## src/design/rptc_params.svh

```systemverilog
// Purpose: Offsets, field positions, reset values and timing counts
// Assumes: 32-bit Avalon-MM slave, word-aligned byte addresses
// Notes:   Included by its bare name; definitions only
`ifndef RPTC_PARAMS_SVH
`define RPTC_PARAMS_SVH

// Register byte offsets
`define RPTC_OFF_SYS_CTRL      6'h00
`define RPTC_OFF_PMU_CTRL      6'h04
`define RPTC_OFF_OSC_CTRL      6'h08
`define RPTC_OFF_POR_PIN       6'h0C
`define RPTC_OFF_POR_TIMER     6'h10
`define RPTC_OFF_BANDGAP       6'h14
`define RPTC_OFF_RF_TRIM       6'h18
`define RPTC_OFF_COLD_CFG      6'h1C
`define RPTC_OFF_WARM_CFG      6'h20
`define RPTC_OFF_STATUS        6'h24

// Field positions
`define RPTC_BIT_SOFTWARE_RESET_REQUEST      0
`define RPTC_BIT_RST_ON_WAKE   0
`define RPTC_BIT_OSC_EN        0
`define RPTC_PIN_SEL_MSB       4
`define RPTC_BIT_POLARITY      8
`define RPTC_HOLD_MSB          6
`define RPTC_RET_TRIM_MSB      3

// Reset values
`define RPTC_HOLD_RST          7'h18
`define RPTC_RET_TRIM_RST      4'h9
`define RPTC_OSC_EN_RST        1'h1
`define RPTC_PIN_SEL_RST       5'h00
`define RPTC_POLARITY_RST      1'h0
`define RPTC_RF_TRIM_RST       16'h0000
`define RPTC_CFG_RST           32'h00000000

// Timing: slow ticks per hold unit, internal reset pulse length in ns
`define RPTC_TICK_SCALE        4096
`define RPTC_CLK_PERIOD_NS     100
`define RPTC_RESET_PULSE_NS    1600
`define RPTC_RESET_PULSE_CYC   ((`RPTC_RESET_PULSE_NS + `RPTC_CLK_PERIOD_NS - 1) / `RPTC_CLK_PERIOD_NS)

`endif

```

## src/design/rptc_pkg.sv

```systemverilog
// Purpose: Types shared by the reset controller
// Assumes: Constants live in rptc_params.svh
// Notes:   Used as rptc_pkg::name, never imported
package rptc_pkg;

    typedef enum logic [1:0] {
        RPTC_IDLE  = 2'b00,
        RPTC_COUNT = 2'b01,
        RPTC_HELD  = 2'b10
    } rptc_timer_state_type;

    typedef enum logic [1:0] {
        RPTC_CAUSE_NONE = 2'b00,
        RPTC_CAUSE_POR  = 2'b01,
        RPTC_CAUSE_HW   = 2'b10,
        RPTC_CAUSE_SW   = 2'b11
    } rptc_cause_type;

endpackage

```

## src/design/rptc_reset_ctrl.sv

```systemverilog
// Purpose: Power-on, hardware and software reset controller with timer
// Assumes: Slow oscillator clock is sampled as a plain input
// Notes:   Reset levels are fixed-length pulses that clear by class
// Notes on behaviour
// Reset pad high means asserted, low means released.
// Pad released before hold threshold gives hardware reset, else power-on.
// Software reset is request bit OR the CPU system reset request.
// With reset-on-wakeup set, waking from deep sleeps raises hardware reset.
// Power-on and hardware resets both start the cold boot sequence.
// Trim, hold timer and RF trim registers clear on power-on only.
// Control and calibration group clears on power-on or hardware reset.
// All other registers clear on any of the three resets; the polarity bit clears on power-on only.
// Hold time setting is seven bits wide, largest value 0x7F.
// Threshold is hold setting times 4096 slow oscillator periods.
// Timer runs on slow clock; hardware forces oscillator on when asserted.
// Pad trigger uses default oscillator trim, GPIO keeps programmed trim.
// GPIO used as power-on source still works as normal pin.
// Pin select holds the GPIO number; zero disables GPIO source.
// Polarity bit zero means active low, one means active high.
// Timer counts while any source asserted, returns to zero on release.
// Overlapping sources keep the timer running without a gap.
// Software reprograms pin select after resets, hold time after power-on.
// Software sets retention trim 0x9 down to 0x4 by temperature.
// Pad and selected GPIO are synchronised before the timer uses them.
//
// The implementer's own choices: the Avalon-MM slave port and the register addresses.
`timescale 1ns/1ps
`include "rptc_params.svh"
module rptc_reset_ctrl #(
    parameter int TICK_SCALE = `RPTC_TICK_SCALE
) (
    input  wire logic        clk,
    input  wire logic        rst_n,
    input  wire logic [5:0]  avs_address,
    input  wire logic        avs_read,
    input  wire logic        avs_write,
    input  wire logic [31:0] avs_writedata,
    output logic      [31:0] avs_readdata,
    output logic             avs_waitrequest,
    input  wire logic        resetPad,
    input  wire logic [31:0] gpioPins,
    input  wire logic        slowOscClk,
    input  wire logic        cpuSysResetReq,
    input  wire logic        wakeFromSleep,
    output logic             porResetOut,
    output logic             hwResetOut,
    output logic             swResetOut,
    output logic             coldStartOut,
    output logic             slowOscEnableOut,
    output logic             slowOscDefaultTrimOut,
    output logic [3:0]       retentionTrimOut
);

    localparam logic [4:0] PULSE_CYC = 5'(`RPTC_RESET_PULSE_CYC);

    // Register word match on the byte address
    function automatic logic regHit(input logic [5:0] addr,
                                    input logic [5:0] off);
        regHit = (addr[5:2] == off[5:2]);
    endfunction

    // Registers
    logic                           waitReq_q;
    logic [31:0]                    readData_q;
    logic                           swReqBit_q;
    logic                           resetOnWake_q;
    logic                           oscEnable_q;
    logic [4:0]                     pinSelect_q;
    logic                           polarity_q;
    logic [6:0]                     holdTime_q;
    logic [3:0]                     retTrim_q;
    logic [15:0]                    rfTrim_q;
    logic [31:0]                    coldCfg_q;
    logic [31:0]                    warmCfg_q;
    logic [33:0]                    syncd;
    logic                           slowPrev_q;
    rptc_pkg::rptc_timer_state_type state_q;
    rptc_pkg::rptc_timer_state_type state_d;
    logic [19:0]                    count_q;
    logic [19:0]                    count_d;
    logic                           padSeen_q;
    logic                           padSeen_d;
    rptc_pkg::rptc_cause_type       cause_q;
    logic [4:0]                     pulseCnt_q;
    logic                           porPulse_q;
    logic                           hwPulse_q;
    logic                           swPulse_q;
    logic                           oscEnOut_q;
    logic                           defTrim_q;
    logic                           coldStart_q;

    // Bus decode
    wire        busReq    = avs_read | avs_write;
    wire        accept    = busReq & ~waitReq_q;
    wire        wrTake    = avs_write & accept;
    wire        rdLoad    = avs_read & waitReq_q;
    wire        hitSys    = regHit(avs_address, `RPTC_OFF_SYS_CTRL);
    wire        hitPmu    = regHit(avs_address, `RPTC_OFF_PMU_CTRL);
    wire        hitOsc    = regHit(avs_address, `RPTC_OFF_OSC_CTRL);
    wire        hitPin    = regHit(avs_address, `RPTC_OFF_POR_PIN);
    wire        hitTmr    = regHit(avs_address, `RPTC_OFF_POR_TIMER);
    wire        hitBg     = regHit(avs_address, `RPTC_OFF_BANDGAP);
    wire        hitRf     = regHit(avs_address, `RPTC_OFF_RF_TRIM);
    wire        hitCold   = regHit(avs_address, `RPTC_OFF_COLD_CFG);
    wire        hitWarm   = regHit(avs_address, `RPTC_OFF_WARM_CFG);
    wire        hitStat   = regHit(avs_address, `RPTC_OFF_STATUS);

    // Reset classes seen by this register file
    wire        clrPor    = porPulse_q;
    wire        clrCold   = porPulse_q | hwPulse_q;
    wire        clrAll    = porPulse_q | hwPulse_q | swPulse_q;
    wire        pulseBusy = |pulseCnt_q;

    // Select after the sync flops, so no mux glitch is ever sampled
    // observe only
    // No drive back onto the GPIO, so the pin keeps its normal use.
    wire [31:0] gpioSync  = syncd[32:1];
    wire        padS      = syncd[0];
    wire        gpioS     = gpioSync[pinSelect_q];
    wire        slowS     = syncd[33];
    wire        slowTick  = slowS & ~slowPrev_q;
    // pad level
    wire        padAct    = padS;
    // zero disables
    wire        gpioEn    = (pinSelect_q != 5'h00);
    // polarity select
    wire        gpioAct   = gpioEn & (gpioS == polarity_q);
    wire        anySrc    = padAct | gpioAct;
    // seven-bit hold
    // threshold scale
    wire [19:0] threshold = 20'(holdTime_q) * 20'(TICK_SCALE);

    // Requests into the pulse generator
    wire        porReq    = (state_q == rptc_pkg::RPTC_COUNT) & anySrc &
                            (count_q >= threshold);
    wire        hwPadReq  = (state_q == rptc_pkg::RPTC_COUNT) & ~anySrc &
                            padSeen_q;
    // wake reset
    wire        hwWakeReq = wakeFromSleep & resetOnWake_q;
    // software OR
    wire        swReq     = swReqBit_q | cpuSysResetReq;

    // synchronise pad, all GPIO pins and slow clock
    rptc_sync #(
        .WIDTH   (34)
    ) uSync (
        .clk     (clk),
        .rst_n   (rst_n),
        .asyncIn ({slowOscClk, gpioPins, resetPad}),
        .syncOut (syncd)
    );

    // Hold timer next state
    always_comb
    begin
        state_d   = state_q;
        count_d   = count_q;
        padSeen_d = padSeen_q;
        case (state_q)
            rptc_pkg::RPTC_IDLE:
            begin
                count_d   = 20'h00000;
                padSeen_d = padAct;
                if (anySrc)
                    state_d = rptc_pkg::RPTC_COUNT;
            end
            rptc_pkg::RPTC_COUNT:
            begin
                padSeen_d = padSeen_q | padAct;
                // back to zero on release
                if (!anySrc)
                begin
                    state_d = rptc_pkg::RPTC_IDLE;
                    count_d = 20'h00000;
                end
                // long hold is power-on
                else if (count_q >= threshold)
                    state_d = rptc_pkg::RPTC_HELD;
                // overlap keeps counting
                // counts slow clock
                else if (slowTick)
                    count_d = count_q + 20'h00001;
            end
            rptc_pkg::RPTC_HELD:
            begin
                // One power-on per assertion; wait for full release
                if (!anySrc)
                begin
                    state_d = rptc_pkg::RPTC_IDLE;
                    count_d = 20'h00000;
                end
            end
            default:
            begin
                state_d = rptc_pkg::RPTC_IDLE;
                count_d = 20'h00000;
            end
        endcase
    end

    // Timer state and slow clock edge memory
    always_ff @(posedge clk or negedge rst_n)
    begin
        if (!rst_n)
        begin
            state_q    <= rptc_pkg::RPTC_IDLE;
            count_q    <= 20'h00000;
            padSeen_q  <= 1'b0;
            slowPrev_q <= 1'b0;
        end
        else
        begin
            state_q    <= state_d;
            count_q    <= count_d;
            padSeen_q  <= padSeen_d;
            slowPrev_q <= slowS;
        end
    end

    // Reset pulse generator; power-on beats hardware beats software
    // Hardware and software requests during a running pulse are dropped,
    // a hardware request during a software pulse too; a power-on never waits.
    always_ff @(posedge clk or negedge rst_n)
    begin
        if (!rst_n)
        begin
            pulseCnt_q <= 5'h00;
            porPulse_q <= 1'b0;
            hwPulse_q  <= 1'b0;
            swPulse_q  <= 1'b0;
            coldStart_q <= 1'b0;
            cause_q    <= rptc_pkg::RPTC_CAUSE_NONE;
        end
        else if (porReq && !porPulse_q)
        begin
            pulseCnt_q <= PULSE_CYC;
            porPulse_q <= 1'b1;
            hwPulse_q  <= 1'b0;
            swPulse_q  <= 1'b0;
            coldStart_q <= 1'b1;
            cause_q    <= rptc_pkg::RPTC_CAUSE_POR;
        end
        // short hold is hardware
        else if ((hwPadReq || hwWakeReq) && !pulseBusy)
        begin
            pulseCnt_q <= PULSE_CYC;
            hwPulse_q  <= 1'b1;
            coldStart_q <= 1'b1;
            cause_q    <= rptc_pkg::RPTC_CAUSE_HW;
        end
        else if (swReq && !pulseBusy)
        begin
            pulseCnt_q <= PULSE_CYC;
            swPulse_q  <= 1'b1;
            cause_q    <= rptc_pkg::RPTC_CAUSE_SW;
        end
        else if (pulseBusy)
        begin
            pulseCnt_q <= pulseCnt_q - 5'h01;
            if (pulseCnt_q == 5'h01)
            begin
                porPulse_q <= 1'b0;
                hwPulse_q  <= 1'b0;
                swPulse_q  <= 1'b0;
                coldStart_q <= 1'b0;
            end
        end
    end

    // Registers cleared by power-on only
    // power-on only class
    always_ff @(posedge clk or negedge rst_n)
    begin
        if (!rst_n)
        begin
            holdTime_q <= `RPTC_HOLD_RST;
            retTrim_q  <= `RPTC_RET_TRIM_RST;
            rfTrim_q   <= `RPTC_RF_TRIM_RST;
            polarity_q <= `RPTC_POLARITY_RST;
        end
        else if (clrPor)
        begin
            holdTime_q <= `RPTC_HOLD_RST;
            retTrim_q  <= `RPTC_RET_TRIM_RST;
            rfTrim_q   <= `RPTC_RF_TRIM_RST;
            polarity_q <= `RPTC_POLARITY_RST;
        end
        else if (wrTake)
        begin
            if (hitTmr)
                holdTime_q <= avs_writedata[`RPTC_HOLD_MSB:0];
            // Trim code chosen by software per temperature range
            if (hitBg)
                retTrim_q <= avs_writedata[`RPTC_RET_TRIM_MSB:0];
            if (hitRf)
                rfTrim_q <= avs_writedata[15:0];
            if (hitPin)
                polarity_q <= avs_writedata[`RPTC_BIT_POLARITY];
        end
    end

    // Registers cleared by power-on or hardware reset
    // cold class
    always_ff @(posedge clk or negedge rst_n)
    begin
        if (!rst_n)
        begin
            resetOnWake_q <= 1'b0;
            oscEnable_q   <= `RPTC_OSC_EN_RST;
            coldCfg_q     <= `RPTC_CFG_RST;
        end
        else if (clrCold)
        begin
            resetOnWake_q <= 1'b0;
            oscEnable_q   <= `RPTC_OSC_EN_RST;
            coldCfg_q     <= `RPTC_CFG_RST;
        end
        else if (wrTake)
        begin
            if (hitPmu)
                resetOnWake_q <= avs_writedata[`RPTC_BIT_RST_ON_WAKE];
            if (hitOsc)
                oscEnable_q <= avs_writedata[`RPTC_BIT_OSC_EN];
            if (hitCold)
                coldCfg_q <= avs_writedata;
        end
    end

    // Registers cleared by any reset; request bit is a one-shot
    // any reset class
    always_ff @(posedge clk or negedge rst_n)
    begin
        if (!rst_n)
        begin
            pinSelect_q <= `RPTC_PIN_SEL_RST;
            warmCfg_q   <= `RPTC_CFG_RST;
            swReqBit_q  <= 1'b0;
        end
        else if (clrAll)
        begin
            pinSelect_q <= `RPTC_PIN_SEL_RST;
            warmCfg_q   <= `RPTC_CFG_RST;
            swReqBit_q  <= 1'b0;
        end
        else
        begin
            swReqBit_q <= wrTake & hitSys &
                          avs_writedata[`RPTC_BIT_SOFTWARE_RESET_REQUEST];
            if (wrTake && hitPin)
                pinSelect_q <= avs_writedata[`RPTC_PIN_SEL_MSB:0];
            if (wrTake && hitWarm)
                warmCfg_q <= avs_writedata;
        end
    end

    // Read mux; unmapped words read zero
    wire [31:0] rdMux =
        hitPmu  ? {31'h00000000, resetOnWake_q} :
        hitOsc  ? {31'h00000000, oscEnable_q} :
        hitPin  ? {23'h000000, polarity_q, 3'h0, pinSelect_q} :
        hitTmr  ? {25'h0000000, holdTime_q} :
        hitBg   ? {28'h0000000, retTrim_q} :
        hitRf   ? {16'h0000, rfTrim_q} :
        hitCold ? coldCfg_q :
        hitWarm ? warmCfg_q :
        hitStat ? {count_q, 6'h00, gpioAct, padAct, state_q, cause_q} :
        32'h00000000;

    // Bus handshake: one wait state, then a single-cycle accept
    always_ff @(posedge clk or negedge rst_n)
    begin
        if (!rst_n)
        begin
            waitReq_q  <= 1'b1;
            readData_q <= 32'h00000000;
        end
        else
        begin
            waitReq_q <= ~(busReq & waitReq_q);
            if (rdLoad)
                readData_q <= rdMux;
        end
    end

    // Oscillator control flops
    always_ff @(posedge clk or negedge rst_n)
    begin
        if (!rst_n)
        begin
            oscEnOut_q <= `RPTC_OSC_EN_RST;
            defTrim_q  <= 1'b0;
        end
        else
        begin
            // forced on
            oscEnOut_q <= oscEnable_q | anySrc;
            // pad means default trim
            defTrim_q  <= padAct;
        end
    end

    assign avs_waitrequest       = waitReq_q;
    assign avs_readdata          = readData_q;
    assign porResetOut           = porPulse_q;
    assign hwResetOut            = hwPulse_q;
    assign swResetOut            = swPulse_q;
    // cold boot on both
    assign coldStartOut          = coldStart_q;
    assign slowOscEnableOut      = oscEnOut_q;
    assign slowOscDefaultTrimOut = defTrim_q;
    assign retentionTrimOut      = retTrim_q;

endmodule

```

## src/design/rptc_sync.sv

```systemverilog
// Purpose: Two-flop synchroniser for a group of unrelated levels
// Assumes: Each bit is an independent level, no bus coherence
// Notes:   First stage feeds the second stage only
`timescale 1ns/1ps
module rptc_sync #(
    parameter int WIDTH = 3
) (
    input  wire logic             clk,
    input  wire logic             rst_n,
    input  wire logic [WIDTH-1:0] asyncIn,
    output logic      [WIDTH-1:0] syncOut
);

    logic [WIDTH-1:0] stage1_q;

    // One synchroniser pair per bit
    genvar i;
    generate
        for (i = 0; i < WIDTH; i++)
        begin : gSync
            always_ff @(posedge clk or negedge rst_n)
            begin
                if (!rst_n)
                begin
                    stage1_q[i] <= 1'b0;
                    syncOut[i]  <= 1'b0;
                end
                else
                begin
                    stage1_q[i] <= asyncIn[i];
                    syncOut[i]  <= stage1_q[i];
                end
            end
        end
    endgenerate

endmodule

```

## config.mk

```make
export PLATFORM = sky130hd
export DESIGN_NAME = rptc_reset_ctrl
export DESIGN_NICKNAME = d
export VERILOG_FILES = /design/src/design/rptc_pkg.sv /design/src/design/rptc_reset_ctrl.sv /design/src/design/rptc_sync.sv
export VERILOG_INCLUDE_DIRS = /design/src /design/src/design
export SDC_FILE = /design/constraint.sdc
export NUM_CORES = 1
export LEC_CHECK = 0
export ABC_CLOCK_PERIOD_IN_PS = 4000
export BUFFER_PORTS_ARGS = -buffer_cell sky130_fd_sc_hd__clkbuf_2
export CAP_MARGIN = 20
export CORE_ASPECT_RATIO = 1.5
export CORE_MARGIN = 4
export CORE_UTILIZATION = 45
export DETAILED_ROUTE_END_ITERATION = 8
export PLACE_DENSITY = 0.75
export SLEW_MARGIN = 10
export SYNTH_ARGS = -nofsm -noshare
export SYNTH_HDL_FRONTEND = slang
export SYNTH_SLANG_ARGS = --single-unit
```

## constraint.sdc

```tcl
create_clock -name clk -period 4 [get_ports clk]
set_input_delay 0 -clock clk [delete_from_list [all_inputs] [get_ports clk]]
set_output_delay 0 -clock clk [all_outputs]
set_load 0.02 [all_outputs]
```

=== After elaboration in Yosys (flattened, before gate mapping) ===
Index checks and enable logic that the tools add are counted.

* Add/subtract/negate cells: 2
* Order comparisons: 2
* Equal/unequal tests: 21
* Muxes and demuxes: 66
* Bitwise logic cells: 24
* Reductions and logical operators: 44

{| class="wikitable"
|+ Operator list
! operator !! count
|-
| two-way mux 32 bit || 14
|-
| two-way mux 20 bit || 4
|-
| two-way mux 16 bit || 3
|-
| one-hot mux 20 bit (2 select lines) || 1
|-
| two-way mux 5 bit || 6
|-
| nonzero test 2 bit || 14
|-
| two-way mux 1 bit || 22
|-
| two-way mux 7 bit || 3
|-
| adder 20 x 1 -> 20 bit (second input constant) || 1
|-
| >= comparator 20 x 19 -> 1 bit || 1
|-
| equality test 4 x 3 -> 1 bit (second input constant) || 4
|-
| nonzero test 3 bit || 5
|-
| two-way mux 2 bit || 7
|-
| AND reduction 2 bit || 7
|-
| bitwise AND 1 bit || 13
|-
| two-way mux 4 bit || 3
|-
| AND reduction 3 bit || 4
|-
| != test 3 bit (second input constant) || 3
|-
| equality test 4 x 2 -> 1 bit (second input constant) || 2
|-
| equality test 4 bit (second input constant) || 2
|-
| != test 2 bit (second input constant) || 4
|-
| OR 1 bit || 7
|-
| less-than comparator 5 x 6 -> 1 bit (second input constant) || 1
|-
| one-hot mux 2 bit (3 select lines) || 1
|-
| other kinds (19) || 27
|}

* Register bits after elaboration: 238
* Output and inout bits: 43
* Word-level logic and storage cells: 251

=== Depth between registers and ports, before layout ===
* Depth in word-level cells: 13
* Gate-level depth with buffers: 11
* Depth with buffers taken out: 10

=== Modules after synthesis ===
Synthesis repeated with hierarchy kept, for this count alone.

* Cells, all modules: 947
* Area total of the unflattened synthesis: 9940.8 um^2

{| class="wikitable"
|+ Modules (own cells, without submodules)
! module !! times used !! cells an instance !! area an instance (um^2) !! sequential area each (um^2)
|-
| rptc_reset_ctrl || 1 || 879 || 8239.2 || 4262.8
|-
| rptc_sync || 1 || 68 || 1701.6 || 1701.6
|}

=== Worst setup path after synthesis ===
Ideal clock, no wire load.

* Kind: register to register
* From: register pinSelect_q[0]
* To: register pulseCnt_q[2]
* Library setup time: 0.139 ns
* Arrival: 2.747 ns
* Data required time: 3.861 ns
* Path slack: 1.113 ns
* Cell stages (with the launch flop): 11
* Path buffers: 2
* Clock period less this slack: 2.887 ns
* Cell sequence: dfrtp_1 -> buf_6 -> mux4_2 -> mux2i_1 -> nor3b_2 -> nor4_4 -> mux2i_1 -> nand2_2 -> nor4_1 -> buf_2 -> nor3_1

* Word-level cells in the longest chain between the ends: 12
* Elaborated cells on any way between the ends: 17
* Those cells by class: 1 x eq/ne; 4 x mux; 7 x bitwise; 5 x reduce/logical

{| class="wikitable"
|+ RTL lines
! element !! RTL line !! text
|-
| start, declared || rptc_reset_ctrl.sv:68 || <nowiki>logic [4:0] pinSelect_q;</nowiki>
|-
| start signal, assigned || rptc_reset_ctrl.sv:335 || <nowiki>pinSelect_q <= `RPTC_PIN_SEL_RST;</nowiki>
|-
| start signal, assigned || rptc_reset_ctrl.sv:341 || <nowiki>pinSelect_q <= `RPTC_PIN_SEL_RST;</nowiki>
|-
| start signal, assigned || rptc_reset_ctrl.sv:350 || <nowiki>pinSelect_q <= avs_writedata[`RPTC_PIN_SEL_MSB:0];</nowiki>
|-
| binary-select mux 1 bit (select 5 bit) || rptc_reset_ctrl.sv:119 || <nowiki>wire gpioS = gpioSync[pinSelect_q];</nowiki>
|-
| two-way mux 1 bit (not written as such) || rptc_reset_ctrl.sv:119 ||
|-
| equality test 1 bit || rptc_reset_ctrl.sv:127 || <nowiki>wire gpioAct = gpioEn & (gpioS == polarity_q);</nowiki>
|-
| bitwise AND 1 bit * || rptc_reset_ctrl.sv:127 ||
|-
| OR 1 bit * || rptc_reset_ctrl.sv:128 || <nowiki>wire anySrc = padAct | gpioAct;</nowiki>
|-
| NOT 1 bit || rptc_reset_ctrl.sv:136 || <nowiki>wire hwPadReq = (state_q == rptc_pkg::RPTC_COUNT) & ~anySrc &</nowiki>
|-
| bitwise AND 1 bit (2 in series) || rptc_reset_ctrl.sv:136 ||
|-
| logical OR 1 bit || rptc_reset_ctrl.sv:244 || <nowiki>else if ((hwPadReq || hwWakeReq) && !pulseBusy)</nowiki>
|-
| logical AND 1 bit || rptc_reset_ctrl.sv:244 ||
|-
| two-way mux 5 bit || rptc_reset_ctrl.sv:244 ||
|-
| two-way mux 5 bit || rptc_reset_ctrl.sv:234 || <nowiki>else if (porReq && !porPulse_q)</nowiki>
|-
| end signal, assigned || rptc_reset_ctrl.sv:259 || <nowiki>pulseCnt_q <= pulseCnt_q - 5'h01;</nowiki>
|-
| end, declared || rptc_reset_ctrl.sv:84 || <nowiki>logic [4:0] pulseCnt_q;</nowiki>
|}

Mark *: on every way between the ends. The rest lies on a longest branch, timed or not. The select of a mux whose other input is x is not followed.
A chain may end at the register's enable or synchronous reset.

=== Worst setup path after layout ===
* From: register pinSelect_q[0]
* To: register pulseCnt_q[3]

The elaborated chain is that of the path after synthesis.

==> run summary <==
The run finished with clean final reports. The net load switching power came out at approximately 1.8 mW. The via count of the routed design came out at 8000. The most numerous cell type found on the critical path is mux2i_1. Sequential cells burn ~47% of the power. In this run, distinct cell masters in the synthesized netlist total 67. The DRC violation count after routing came out at 0. In the layout the commonest cells are 231 x dfrtp_1, 179 x nand2_1, 117 x clkbuf_2. The number of global-route vias before repair is 8300. In the synthesized netlist the dominant register cell turns out to be dfrtp_1. The first global-routing pass estimated 44000 microns of wire. After detailed routing, the average wire length per cell comes to 19.1 microns.

Entering global routing, the biggest net connects 146 pins. Of all nets on the critical path, the largest fanout is 11. Summed over all nets, the half-perimeter wirelength after detailed placement is 17600 microns. The smallest clock period supported by the final layout is computed as 3.32 ns. In this design, the largest share of critical-path delay is due to multiplexers. Setup repair after global routing left no endpoint under its margin. The clock network accounts for 35.0% of the total power. The worst setup path is of the reg2reg kind. The synthesis warning total is 0. In this run, synthesis inferred 0 flip-flops with an integrated enable. The post-synthesis net count came out at 1043. The power per cell area is 483 nW/um^2. Traced cell by cell, the critical path runs through mux4_1 > mux2i_1 > nor3b_2 > nor4_4 > mux2i_1 > nand2_2 > nor4_1 > buf_4 > nor3_1. The post-route netlist has 17.0% of its cells at a drive strength greater than 1. The total of endpoints with negative setup slack in the final report came out at 0. The worst setup path is captured at a register.

After routing, the total negative slack on setup checks comes to 0 ns. The highest clock frequency the design can meet came out at between 300 and 400 MHz. The required arrival time at the worst endpoint came out at 4.37 ns. In this run the number of H-tree levels came out at 1. The utilization after layout is 56.7%. Clock-pin slew was measured on the worst setup and hold paths at around 0.060 ns.

Input and output buffers added on the ports amount to roughly 120. In this run the count of I/O pins placed on the die edge is 121. The synthesis-stage register bit count came out at 238.

The highest-delay cell along the critical path is dfrtp_1. The floorplan row count came out at 66. Synthesis produced a netlist whose cell count is 954. The number of CTS-inserted buffers came out at 23. The initial antenna violation count is 0.

Excluding fillers, the count of instances in the completed layout stands at 1419. The leakage dissipation came out at 5.54 nW. The worst hold-check slack is 0.0309 ns. The residual overflow from global routing is 0. The post-route antenna net violation count is 0. The die outline area is between 20000 and 25000 sq um. The number of max-cap violations came out at 0.

Counting the fill cells in the layout gives 1869. The clock skew came out at about 0.0096 ns. The fraction of power spent switching nets is 29.6%.

The fraction of synthesis flops using an asynchronous set or reset pin came out at 100%. The number of violations reported at the end of detailed-routing iteration 0 came out at 608. The number of nets in the finished design is 1219.

In the finished design, the share of the clock period the worst path needs comes to slightly above 80%. The number of buffers added for setup after CTS is 0. The routability congestion estimate from global placement is 0.995. Summed over all layers, the routed wires come to ~27000 microns. The transition at the pin with the smallest max-transition slack came out at ~1.1 ns. The internal power of the cells totals 4.20 mW. The core area came out at 21800 sq um.

The width of the die came out at 130 microns. The ratio of routed vias to standard cells came out at 5.64. The instance area after placement is 10900 sq um. In this run, the combinational gates consume roughly 18% of the power. The worst setup path is launched from a register. For the worst setup path, the data arrival time is 3.69 ns. Once layout is done, the placed cells without fillers occupy 12400 sq um. 0 antenna diodes ended up in the layout. Leaving out fill and tap cells, the most frequent cell in the layout is dfrtp_1. Of the synthesized area, sequential elements account for 59.5%.

The number of placed instances, taps included came out at 1303. The initial cell density of the core came out at 46.0%. The worst-case headroom to the max-slew limit is around 25%. In this run the vertical extent of the chip is approximately 190 microns.

Compared with the post-synthesis result, the final layout area differs by 23.2%. The number of endpoints with negative hold slack in the final report came out at 0. The number of buffers and inverters on the critical path is 1.

After synthesis, the mean cell area works out to 10.5 sq um. The number of cells upsized or downsized after cts is 0. The CTS tree is yes. The clock net in this run drives a total of between 200 and 250 sinks. After synthesis the cells add up to 10000 sq um. On the worst path, the slowest cell contributes a delay of 0.61 ns. The maximum buffer depth of the clock tree is 3.

The path class of the tightest hold or removal check is in2async. Across every metal layer, demand over resource in global routing totals ~22%. The number of slew-limit violations in the final report is 0. The first-pass iteration count of the detailed router came out at 5. The clock root buffer is clkbuf_16. The clock insertion delay at the later pin of the skew report is 0.52 ns. Across the VDD grid, the largest voltage drop is 0.380 mV.
## cell usage after synthesis, types with 2 or more instances
cell type  instances  area, sq um
a21o_1             4         30.0
a21oi_1          110          551
a221oi_1          11         96.3
a22o_1            57          499
a22oi_1            2         15.0
a2bb2oi_1          2         17.5
a311oi_1           2         17.5
a31oi_1            5         31.3
a32oi_1            3         26.3
and2_1             3         18.8
and3_1             9         56.3
buf_2              2         10.0
buf_4              3         22.5
clkbuf_1          50          188
dfrtp_1          231         5780
dfstp_2            7          184
ha_1              11          138
inv_1             25         93.8
mux2_2             3         33.8
mux2i_1           15          150
mux4_1             3         78.8
nand2_1          179          672
nand2b_1           8         50.1
nand3_1           22          110
nand3b_1           2         15.0
nand4_1            5         31.3
nor2_1            39          146
nor2b_1           11         68.8
nor3_1            16         80.1
nor4_1             5         31.3
o211ai_1           3         22.5
o21a_1             2         15.0
o21ai_0           47          235
o221ai_1           3         26.3
o22ai_1            2         12.5
o31ai_1            4         30.0
or3_1              6         37.5
or4_1              3         22.5
xnor2_1            8         70.1
xor2_1             4         35.0
## worst min-delay path, stage by stage
cell and delay [ns]:
dlygate4sd3_1 0.56, buf_8 0.13, buf_12 0.21
## metrics by stage
step           total power [mW]  worst slack (ns)
2_1_floorplan              3.45              1.11
3_3_place_gp               3.80             0.726
3_5_place_dp               3.85             0.698
4_1_cts                    5.99             0.663
5_1_grt                    6.24             0.370
6_report                   5.96             0.677
## flip-flops by register name, indices dropped and copies added, names as in the netlist, 2 cells and up
name              cells
avs_readdata         32
rfTrim_q             16
count_q              20
pinSelect_q           5
retentionTrimOut      4
coldCfg_q            32
holdTime_q            7
uSync.stage1_q       34
state_q               2
warmCfg_q            32
cause_q               2
pulseCnt_q            5
uSync.syncOut        34
## area by class of cell
cell class | count | area [sq um] | share of cell area [%]
flip-flops and latches | 238 | 5960 | 48.3
multi-input cells | 632 | 3750 | 30.3
repair buffers | 210 | 1500 | 12.1
clock buffers | 34 | 637 | 5.15
well taps | 272 | 340 | 2.75
inverters | 25 | 93.8 | 0.759
clock inverters | 8 | 75.1 | 0.608
## per-layer routing
layer  global-route usage, %  routed length (microns)  part of all wire (%)  vias to the layer above
li1                        -                        -                     -                     3717
met1                    27.5                    10500                    39                     3924
met2                    40.0                    14100                    52                      291
met3                    3.05                     1590                   5.9                       68
met4                    8.00                      931                   3.4                        0
met5                       0                        0                     0                        -
## path summary, 6_finish.rpt
| path | from | endpoint | slack [ns] | cells past startpoint |
|---|---|---|---|---|
| worst max-delay path | pinSelect_q[0]$_DFFE_PN0P_ | pulseCnt_q[3]$_DFFE_PN0P_ | 0.68 | 9 |
| worst min-delay path | rst_n | coldCfg_q[7]$_DFFE_PN0P_ | 0.03 | 3 |
| worst max register to register | pinSelect_q[0]$_DFFE_PN0P_ | pulseCnt_q[3]$_DFFE_PN0P_ | 0.68 | 9 |
| worst min register to register | uSync.stage1_q[0]$_DFF_PN0_ | uSync.syncOut[0]$_DFF_PN0_ | 0.35 | 0 |
| max in group asynchronous | rst_n | count_q[1]$_DFFE_PN0P_ | 3.23 | 3 |
| min in group clk | avs_address[4] | swReqBit_q$_DFF_PN0_ | 0.09 | 4 |
## repair_timing
action	in CTS	in global routing
endpoints found under the hold margin	372	0
endpoints found under the setup margin	0	0
hold buffers	74	0
## cell families after synthesis
kind of cell,after synthesis,share of synthesized area [%]
buf+inv,84,3.41
compound gates,268,17.3
mux,23,2.99
flops,238,59.5
simple gates,318,14.4
xor+xnor,12,1.05
fa+ha+maj,11,1.37
## power by group through the flow
stage	clock network, mW	registers [mW]	logic [mW]
2_1_floorplan	0	2.86	0.592
3_3_place_gp	0	2.84	0.963
3_5_place_dp	0	2.85	0.994
4_1_cts	2.12	2.81	1.06
5_1_grt	2.22	2.84	1.18
6_report	2.09	2.82	1.06
Note: power is estimated with default switching activity, not from simulation.
